### src/spio_pkg.sv
// Function
// - every pin shareable between peripheral and port
// - active peripheral disables port driver, pin readable
// - idle enabled peripheral lets latch drive pin
// - direction, output latch, pin-value registers per pin
// - direction one means input, zero drives latch
// - reset sets every direction bit to input
// - latch read returns latch, write updates it
// - pin-value read gives pins, write updates latch
// - unimplemented bits disabled, all read zero
// - input-only shared pins act as dedicated pins
// - peripheral wins output data and enable muxes
// - analog config and direction jointly control pins
// - output-direction analog pin samples driven level
// - analog-configured pins read zero in pin-value
// - digital inputs never routed to the converter
//
// package for the shared parallel port: register map, widths, reset values, carriers.
// assumes an axi4-lite master on the system clock.
package spio_pkg;

   //----------------------------------------------------------------
   // widths
   //----------------------------------------------------------------
   localparam int unsigned PIN_W  = 16;
   localparam int unsigned ADDR_W = 5;

   //----------------------------------------------------------------
   // register offsets (byte addresses)
   //----------------------------------------------------------------
   localparam logic [ADDR_W-1:0] OFS_DIRECTION = 5'h00;
   localparam logic [ADDR_W-1:0] OFS_PIN_VALUE = 5'h04;
   localparam logic [ADDR_W-1:0] OFS_LATCH     = 5'h08;
   localparam logic [ADDR_W-1:0] OFS_ANALOG    = 5'h0c;
   localparam logic [ADDR_W-1:0] OFS_PERIPH_EN = 5'h10;

   //----------------------------------------------------------------
   // reset values and implemented-bit mask
   //----------------------------------------------------------------
   localparam logic [PIN_W-1:0] RST_DIRECTION = 16'hffff;
   localparam logic [PIN_W-1:0] RST_LATCH     = 16'h0000;
   localparam logic [PIN_W-1:0] RST_ANALOG    = 16'h0000;
   localparam logic [PIN_W-1:0] RST_PERIPH_EN = 16'h0000;
   localparam logic [PIN_W-1:0] IMPL_MASK     = 16'hffff;
   localparam logic [PIN_W-1:0] INPUT_ONLY    = 16'h0000;

   localparam logic [1:0] RESP_OKAY   = 2'h0;
   localparam logic [1:0] RESP_SLVERR = 2'h2;

   //----------------------------------------------------------------
   // carriers
   //----------------------------------------------------------------
   typedef struct packed {
      logic [PIN_W-1:0] direction_reg;
      logic [PIN_W-1:0] output_latch_reg;
      logic [PIN_W-1:0] analog_pin_config_reg;
      logic [PIN_W-1:0] periph_enable_reg;
   } spio_regs_s;

   typedef struct packed {
      logic [PIN_W-1:0] out;
      logic [PIN_W-1:0] oe_n;
   } spio_pad_drv_s;

endpackage

### src/spio_port.sv
// shared parallel port top: axi4-lite register slave, pad drive, analog routing.
// assumes pads and peripherals outside; pad input is asynchronous.
`timescale 1ns/10ps
module spio_port
(
   input  wire logic                       ref_clk_i,     // system clock 50 MHz
   input  wire logic                       nrst_i,        // async reset, low
   // axi4-lite slave
   input  wire logic [spio_pkg::ADDR_W-1:0] awaddr_i,     // write address
   input  wire logic                       awvalid_i,     // write address valid
   output logic                            awready_o,     // write address ready
   input  wire logic [31:0]                wdata_i,       // write data
   input  wire logic [3:0]                 wstrb_i,       // byte strobes
   input  wire logic                       wvalid_i,      // write data valid
   output logic                            wready_o,      // write data ready
   output logic [1:0]                      bresp_o,       // write response
   output logic                            bvalid_o,      // write response valid
   input  wire logic                       bready_i,      // write response ready
   input  wire logic [spio_pkg::ADDR_W-1:0] araddr_i,     // read address
   input  wire logic                       arvalid_i,     // read address valid
   output logic                            arready_o,     // read address ready
   output logic [31:0]                     rdata_o,       // read data
   output logic [1:0]                      rresp_o,       // read response
   output logic                            rvalid_o,      // read data valid
   input  wire logic                       rready_i,      // read data ready
   // pads
   input  wire logic [spio_pkg::PIN_W-1:0] pad_in_i,      // pad levels
   output logic      [spio_pkg::PIN_W-1:0] pad_out_o,     // pad drive data
   output logic      [spio_pkg::PIN_W-1:0] pad_oe_n_o,    // pad enable, low drives
   // peripherals
   input  wire logic [spio_pkg::PIN_W-1:0] per_active_i,  // peripheral driving pin
   input  wire logic [spio_pkg::PIN_W-1:0] per_out_i,     // peripheral pin data
   // converter
   output logic      [spio_pkg::PIN_W-1:0] adc_sel_o,     // pin routed to converter
   output logic      [spio_pkg::PIN_W-1:0] dig_in_en_o    // digital input buffer on
);
   //----------------------------------------------------------------
   // state
   //----------------------------------------------------------------
   typedef struct packed {
      spio_pkg::spio_regs_s       regs;
      logic                       aw_held;
      logic [spio_pkg::ADDR_W-1:0] aw_addr;
      logic                       w_held;
      logic [31:0]                w_data;
      logic [3:0]                 w_strb;
      logic                       bvalid;
      logic [1:0]                 bresp;
      logic                       rvalid;
      logic [31:0]                rdata;
      logic [1:0]                 rresp;
      spio_pkg::spio_pad_drv_s    drv;
   } spio_port_s;

   spio_port_s                 state_reg;
   spio_port_s                 state_next;
   logic [spio_pkg::PIN_W-1:0] pin_sync;
   logic [spio_pkg::PIN_W-1:0] pin_view;
   spio_pkg::spio_pad_drv_s    drv_comb;

   //----------------------------------------------------------------
   // helpers
   //----------------------------------------------------------------
   // merge low 16 bits under byte strobes, masked to implemented bits
   function automatic logic [spio_pkg::PIN_W-1:0] strb_merge
   (
      input logic [spio_pkg::PIN_W-1:0] old_v,
      input logic [31:0]                data,
      input logic [3:0]                 strb
   );
      logic [spio_pkg::PIN_W-1:0] res;
      res = old_v;
      if (strb[0])
      begin
         res[7:0] = data[7:0];
      end
      if (strb[1])
      begin
         res[15:8] = data[15:8];
      end
      return res & spio_pkg::IMPL_MASK;
   endfunction

   function automatic logic addr_known(input logic [spio_pkg::ADDR_W-1:0] a);
      return (a == spio_pkg::OFS_DIRECTION) || (a == spio_pkg::OFS_PIN_VALUE) ||
             (a == spio_pkg::OFS_LATCH) || (a == spio_pkg::OFS_ANALOG) ||
             (a == spio_pkg::OFS_PERIPH_EN);
   endfunction

   //----------------------------------------------------------------
   // submodules
   //----------------------------------------------------------------
   spio_sync u_sync
   (
      .ref_clk_i (ref_clk_i),
      .nrst_i    (nrst_i),
      .async_i   (pad_in_i),
      .sync_o    (pin_sync)
   );

   spio_pad_mux u_mux
   (
      .direction_i  (state_reg.regs.direction_reg),
      .latch_i      (state_reg.regs.output_latch_reg),
      .per_en_i     (state_reg.regs.periph_enable_reg),
      .per_active_i (per_active_i),
      .per_out_i    (per_out_i),
      .drv_o        (drv_comb)
   );

   // analog pins read zero; pins still readable while peripheral drives
   assign pin_view = pin_sync & ~state_reg.regs.analog_pin_config_reg
                     & spio_pkg::IMPL_MASK;

   //----------------------------------------------------------------
   // next-state logic
   //----------------------------------------------------------------
   always_comb
   begin
      logic do_write;
      logic do_read;
      do_write   = 1'b0;
      do_read    = 1'b0;
      state_next = state_reg;
      state_next.drv = drv_comb;

      // address and data taken in either order, one write at a time
      if (awvalid_i && !state_reg.aw_held && !state_reg.bvalid)
      begin
         state_next.aw_held = 1'b1;
         state_next.aw_addr = awaddr_i;
      end
      if (wvalid_i && !state_reg.w_held && !state_reg.bvalid)
      begin
         state_next.w_held = 1'b1;
         state_next.w_data = wdata_i;
         state_next.w_strb = wstrb_i;
      end
      do_write = state_reg.aw_held && state_reg.w_held;

      if (do_write)
      begin
         state_next.aw_held = 1'b0;
         state_next.w_held  = 1'b0;
         state_next.bvalid  = 1'b1;
         state_next.bresp   = addr_known(state_reg.aw_addr) ?
                              spio_pkg::RESP_OKAY : spio_pkg::RESP_SLVERR;
         case (state_reg.aw_addr)
            spio_pkg::OFS_DIRECTION:
               state_next.regs.direction_reg = strb_merge(
                  state_reg.regs.direction_reg, state_reg.w_data, state_reg.w_strb);
            spio_pkg::OFS_PIN_VALUE, spio_pkg::OFS_LATCH:
               state_next.regs.output_latch_reg = strb_merge(
                  state_reg.regs.output_latch_reg, state_reg.w_data, state_reg.w_strb);
            spio_pkg::OFS_ANALOG:
               state_next.regs.analog_pin_config_reg = strb_merge(
                  state_reg.regs.analog_pin_config_reg, state_reg.w_data,
                  state_reg.w_strb);
            spio_pkg::OFS_PERIPH_EN:
               state_next.regs.periph_enable_reg = strb_merge(
                  state_reg.regs.periph_enable_reg, state_reg.w_data, state_reg.w_strb);
            default:
               state_next.bresp = spio_pkg::RESP_SLVERR;
         endcase
      end
      if (state_reg.bvalid && bready_i)
      begin
         state_next.bvalid = 1'b0;
      end

      // read answered one cycle after the address is taken
      do_read = arvalid_i && !state_reg.rvalid;
      if (do_read)
      begin
         state_next.rvalid = 1'b1;
         state_next.rresp  = spio_pkg::RESP_OKAY;
         case (araddr_i)
            spio_pkg::OFS_DIRECTION:
               state_next.rdata = {16'h0000, state_reg.regs.direction_reg};
            spio_pkg::OFS_PIN_VALUE:
               state_next.rdata = {16'h0000, pin_view};
            spio_pkg::OFS_LATCH:
               state_next.rdata = {16'h0000, state_reg.regs.output_latch_reg};
            spio_pkg::OFS_ANALOG:
               state_next.rdata = {16'h0000, state_reg.regs.analog_pin_config_reg};
            spio_pkg::OFS_PERIPH_EN:
               state_next.rdata = {16'h0000, state_reg.regs.periph_enable_reg};
            default:
            begin
               state_next.rdata = 32'h0000_0000;
               state_next.rresp = spio_pkg::RESP_SLVERR;
            end
         endcase
      end
      else if (state_reg.rvalid && rready_i)
      begin
         state_next.rvalid = 1'b0;
      end
   end

   //----------------------------------------------------------------
   // registers
   //----------------------------------------------------------------
   always_ff @(posedge ref_clk_i or negedge nrst_i)
   begin
      if (!nrst_i)
      begin
         state_reg <= '0;
         state_reg.regs.direction_reg <= spio_pkg::RST_DIRECTION & spio_pkg::IMPL_MASK;
         state_reg.regs.output_latch_reg <= spio_pkg::RST_LATCH;
         state_reg.regs.analog_pin_config_reg <= spio_pkg::RST_ANALOG;
         state_reg.regs.periph_enable_reg <= spio_pkg::RST_PERIPH_EN;
         state_reg.drv.oe_n <= 16'hffff;
      end
      else
      begin
         state_reg <= state_next;
      end
   end

   //----------------------------------------------------------------
   // outputs
   //----------------------------------------------------------------
   // pad drive is registered, so it trails a register write by one cycle
   assign pad_out_o  = state_reg.drv.out;
   assign pad_oe_n_o = state_reg.drv.oe_n;

   // converter sees analog-configured pins; output pins convert driven level,
   // digital inputs never reach it
   assign adc_sel_o   = state_reg.regs.analog_pin_config_reg
                        & spio_pkg::IMPL_MASK;
   assign dig_in_en_o = ~state_reg.regs.analog_pin_config_reg
                        & spio_pkg::IMPL_MASK;

   assign awready_o = !state_reg.aw_held && !state_reg.bvalid;
   assign wready_o  = !state_reg.w_held && !state_reg.bvalid;
   assign bvalid_o  = state_reg.bvalid;
   assign bresp_o   = state_reg.bresp;
   assign arready_o = !state_reg.rvalid;
   assign rvalid_o  = state_reg.rvalid;
   assign rdata_o   = state_reg.rdata;
   assign rresp_o   = state_reg.rresp;
endmodule

### src/spio_sync.sv
// two-flop synchroniser bank for pad levels.
// assumes inputs are asynchronous to ref_clk_i.
`timescale 1ns/10ps
module spio_sync
(
   input  wire logic                       ref_clk_i, // system clock
   input  wire logic                       nrst_i,    // async reset, low
   input  wire logic [spio_pkg::PIN_W-1:0] async_i,   // raw pad levels
   output logic      [spio_pkg::PIN_W-1:0] sync_o     // synchronised levels
);
   typedef struct packed {
      logic [spio_pkg::PIN_W-1:0] meta;
      logic [spio_pkg::PIN_W-1:0] stable;
   } spio_sync_s;

   spio_sync_s state_reg;
   spio_sync_s state_next;

   // first stage read only by the second
   always_comb
   begin
      state_next.meta   = async_i;
      state_next.stable = state_reg.meta;
   end

   // register stage
   always_ff @(posedge ref_clk_i or negedge nrst_i)
   begin
      if (!nrst_i)
      begin
         state_reg <= '0;
      end
      else
      begin
         state_reg <= state_next;
      end
   end

   assign sync_o = state_reg.stable;
endmodule

### src/spio_pad_mux.sv
// per-pin ownership muxes between peripheral and port.
// assumes peripheral signals come from logic on the same clock.
`timescale 1ns/10ps
module spio_pad_mux
(
   input  wire logic [spio_pkg::PIN_W-1:0] direction_i,   // port direction, 1 = input
   input  wire logic [spio_pkg::PIN_W-1:0] latch_i,       // port latch
   input  wire logic [spio_pkg::PIN_W-1:0] per_en_i,      // peripheral enabled
   input  wire logic [spio_pkg::PIN_W-1:0] per_active_i,  // peripheral driving
   input  wire logic [spio_pkg::PIN_W-1:0] per_out_i,     // peripheral data
   output spio_pkg::spio_pad_drv_s         drv_o          // pad data and enable
);
   logic [spio_pkg::PIN_W-1:0] per_owns;

   // input-only functions never claim the pad, so such pins stay dedicated
   assign per_owns = per_en_i & per_active_i & ~spio_pkg::INPUT_ONLY
                     & spio_pkg::IMPL_MASK;

   // peripheral takes precedence on both muxes; unimplemented pins never driven
   always_comb
   begin
      drv_o.out  = (per_owns & per_out_i) | (~per_owns & latch_i);
      drv_o.oe_n = ~((per_owns) | (~per_owns & ~direction_i
                     & spio_pkg::IMPL_MASK));
   end
endmodule

### config.mk
export PLATFORM = sky130hd
export DESIGN_NAME = spio_port
export DESIGN_NICKNAME = d
export VERILOG_FILES = /design/src/spio_pkg.sv /design/src/spio_port.sv /design/src/spio_sync.sv /design/src/spio_pad_mux.sv
export SDC_FILE = /design/constraint.sdc
export NUM_CORES = 1
export LEC_CHECK = 0
export ABC_CLOCK_PERIOD_IN_PS = 2029
export BUFFER_PORTS_ARGS = -buffer_cell sky130_fd_sc_hd__buf_2
export CAP_MARGIN = 20
export CORE_ASPECT_RATIO = 0.7
export CORE_MARGIN = 4
export CORE_UTILIZATION = 54
export CTS_BUF_LIST = sky130_fd_sc_hd__clkbuf_4 sky130_fd_sc_hd__clkbuf_8
export DETAILED_ROUTE_END_ITERATION = 10
export GPL_ROUTABILITY_DRIVEN = 0
export GPL_TIMING_DRIVEN = 0
export PLACE_DENSITY_LB_ADDON = 0.1
export SYNTH_ARGS = -nofsm -noshare
export SYNTH_HDL_FRONTEND = slang
export SYNTH_HIERARCHICAL = 1
export SYNTH_SLANG_ARGS = --single-unit
### constraint.sdc
create_clock -name ref_clk_i -period 2.03 [get_ports ref_clk_i]
set_input_delay 0 -clock ref_clk_i [delete_from_list [all_inputs] [get_ports ref_clk_i]]
set_output_delay 0 -clock ref_clk_i [all_outputs]
set_load 0.05 [all_outputs]
==> run_results.csv <==
group,metric,value,unit
outcome,status,"completed",
synthesis,yosysSeqAreaShare,58.3,%
clocking,cts_resized,0,
pwr,p_leak,4.97,nW
layout,diodes,0,
synthesis,synth-edff-count,0,
pwr,switching_share,41.4,%
drt,wl_per_cell,17.5,um
timing,fmax,0.524,GHz
critical_path,worst_ep_arrival_time,2.24,ns
global_routing,grt_pass1_wl,30100,um
place,portBuffers,168,
synthesis,synth_area,7500,um2
critical_path,critPathKind,"reg -> reg",
pwr,power_density,1310,nW/um2
layout,drive_gt1_share,51.2,%
layout,largest_reg_flops,73,
pwr,seqPwrFrac,41.1,%
global_routing,track_usage,24.4,%
job,cap_violations,0,
global_routing,antenna_found_initial,0,
critical_path,r2r_slack,0.12,ns
synthesis,netlist_instances,572,
clocking,clock_sinks,173,
synthesis,synth_area_per_cell,13.1,um2
place,place_hpwl,12500,um
drt,firstDrtPassIters,5,
timing,slew_viol_final,0,
timing,hold_violations,0,
floorplanning,start_util,56.1,%
drt,m1WireLength,8260,um
clocking,clock-root-buffer,"clkbuf_8",
synthesis,ys.flop_type,"dfrtp_1",
drt,num_vias,5372,
clocking,cts_tree,"done",
synthesis,synth_cell_types,36,
layout,nFillCells,894,
hold_path,holdCritPathClass,"in -> async",
floorplanning,die-area,15900,um2
synthesis,yosys_warnings,6,
floorplanning,die_x,149,um
clocking,insertion_delay,0.45,ns
critical_path,critPathCaptureType,"register",
drt,wl_met3,1200,um
layout,regArea,4370,um2
clocking,cts.clk_slew.worst_paths,0.10,ns
drt,drt-initial-drc-count,357,
critical_path,required,2.36,ns
global_routing,gr-total-overflow,0,
synthesis,synth_seq_cells,173,
layout,final_common_cell,"buf_2",
pwr,peakVddDrop,0.991,mV
timing,skew,0.0171,ns
critical_path,startpoint_type,"register",
synthesis,ys_async_sr_fraction,100,%
floorplanning,top_level_ports,206,
drt,vias_per_cell,5.03,
drt,drc_errors,0,
clocking,post_cts_buffers,0,
global_routing,grt_max_degree,107,
drt,drt_wl_total,18600,um
drt,wl_met2,8960,um
clocking,clock_path_buffers,2,
layout,mostFrequentLayoutCells,"buf_2 (176), dfrtp_1 (141), dlygate4sd3_1 (92), buf_4 (84), mux2_2 (82)",
drt,highest_layer,"met4",
layout,nets,970,
critical_path,path_max_fanout,8,
timing,tightest_slew,0.745,ns
layout,design_area,9990,um2
timing,layout_min_cycle_time,1.91,ns
timing,final-setup-viol-count,0,
global_routing,grt_pass1_vias,5711,
clocking,cts_max_level,4,
timing,slew_headroom,50.3,%
pwr,p_clk_share,18.1,%
pwr,p_int,0.00766,W
timing,rsz0062_at_grt,"false",
floorplanning,rows,35,
layout,syn_to_final_growth,33.3,%
clocking,numCtsBuffers,17,
drt,ant_nets,0,
floorplanning,die_y,107,um
floorplanning,core_area,13400,um2
timing,period_share,94.1,%
place,placed_area,8680,um2
pwr,p_switching,0.00541,W
pwr,p_total,0.0131,W
pwr,combinationalPowerShare,40.8,%
layout,multi_input_area,2420,um2
==> kinds of logic after synthesis <==
group	synth area share [%]
muxes	16.4
AOI/OAI and AO/OA	7.14
other	0.0500
buffers and inverters	10.5
and+or+nand+nor	7.54
xor gates and xnor gates	0.117
DFF	58.3
==> routing by layer <==
layer,global-route usage (%),vias to the layer above
met2,40.6,194
met3,4.56,21
met4,6.07,0
li1,-,2489
met5,0,-
met1,33.7,2668
==> power by group through the flow <==
stage	registers, W	logic, W	clock network (W)
2_1_floorplan	0.00513	0.00411	0
3_3_place_gp	0.00533	0.00497	0
3_5_place_dp	0.00542	0.00508	0
4_1_cts	0.00535	0.00534	0.00242
5_1_grt	0.00551	0.00566	0.00256
6_report	0.00537	0.00534	0.00237
==> path summary, 6_finish.rpt <==
kind / startpoint / endpoint / depth (start not counted)
max reg2reg: state_reg[108] / adc_sel_o[15] / 4
min in group ref_clk_i: araddr_i[2] / rdata_o[1] / 4
min reg2reg: u_sync/state_next[2] / u_sync/sync_o[2] / 0
max in group asynchronous: nrst_i / pad_oe_n_o[5] / 3
max: state_reg[108] / adc_sel_o[15] / 4
min: nrst_i / state_reg[77] / 2
==> synth_stat cells, drive strengths merged, types with 2 or more instances <==
cell type,number,share of area [%]
clkbuf,8,0.40
nor2,4,0.27
and3,2,0.17
a21oi,21,1.4
inv,18,0.90
nand2,42,2.2
nor3,5,0.40
dfstp,32,11
nor2b,2,0.17
mux2,103,16
o221ai,16,1.9
nor3b,18,2.0
a2bb2oi,16,1.9
and2,19,1.9
dfrtp,141,47
buf,96,9.2
a22oi,16,1.6
nand3,3,0.20
o21ai,3,0.20
==> repair_timing <==
item,in CTS,in global routing
hold buffers,92,0
endpoints found under the hold margin,141,0
setup endpoints to repair,0,0
==> worst max-delay path, cell delays in order, from the launching register on <==
cell and delay [ns]:
dfrtp_1 0.47, nor3_1 0.24, nand3_1 0.17, nor2_2 0.50, mux2_2 0.40
==> through the flow <==
step | util [%] | setup slack (ns) | hold WS, ns | instances | TNS [ns]
after floorplan | - | 0.00858 | -0.296 | 589 | 0
after global placement | 64.7 | -1.54 | 0.107 | 942 | -234.18
after detailed placement | 65.0 | 0.129 | -0.0167 | 943 | 0
after CTS | 74.8 | 0.109 | 0.0415 | 1067 | 0
after global routing | 74.8 | 0.0146 | 0.0943 | 1067 | 0
final | 74.8 | 0.121 | 0.0707 | 1067 | 0
==> cell type report <==
type	instances	share of cell area (%)
sequential	173	43.7
multi-input combinational	294	24.2
timing repair buffer	261	18.0
buffer	104	7.17
clock buffer	20	2.63
tap	185	2.32
clock inverter	12	1.29
inverter	18	0.676
Power figures use the tool's default switching activity.
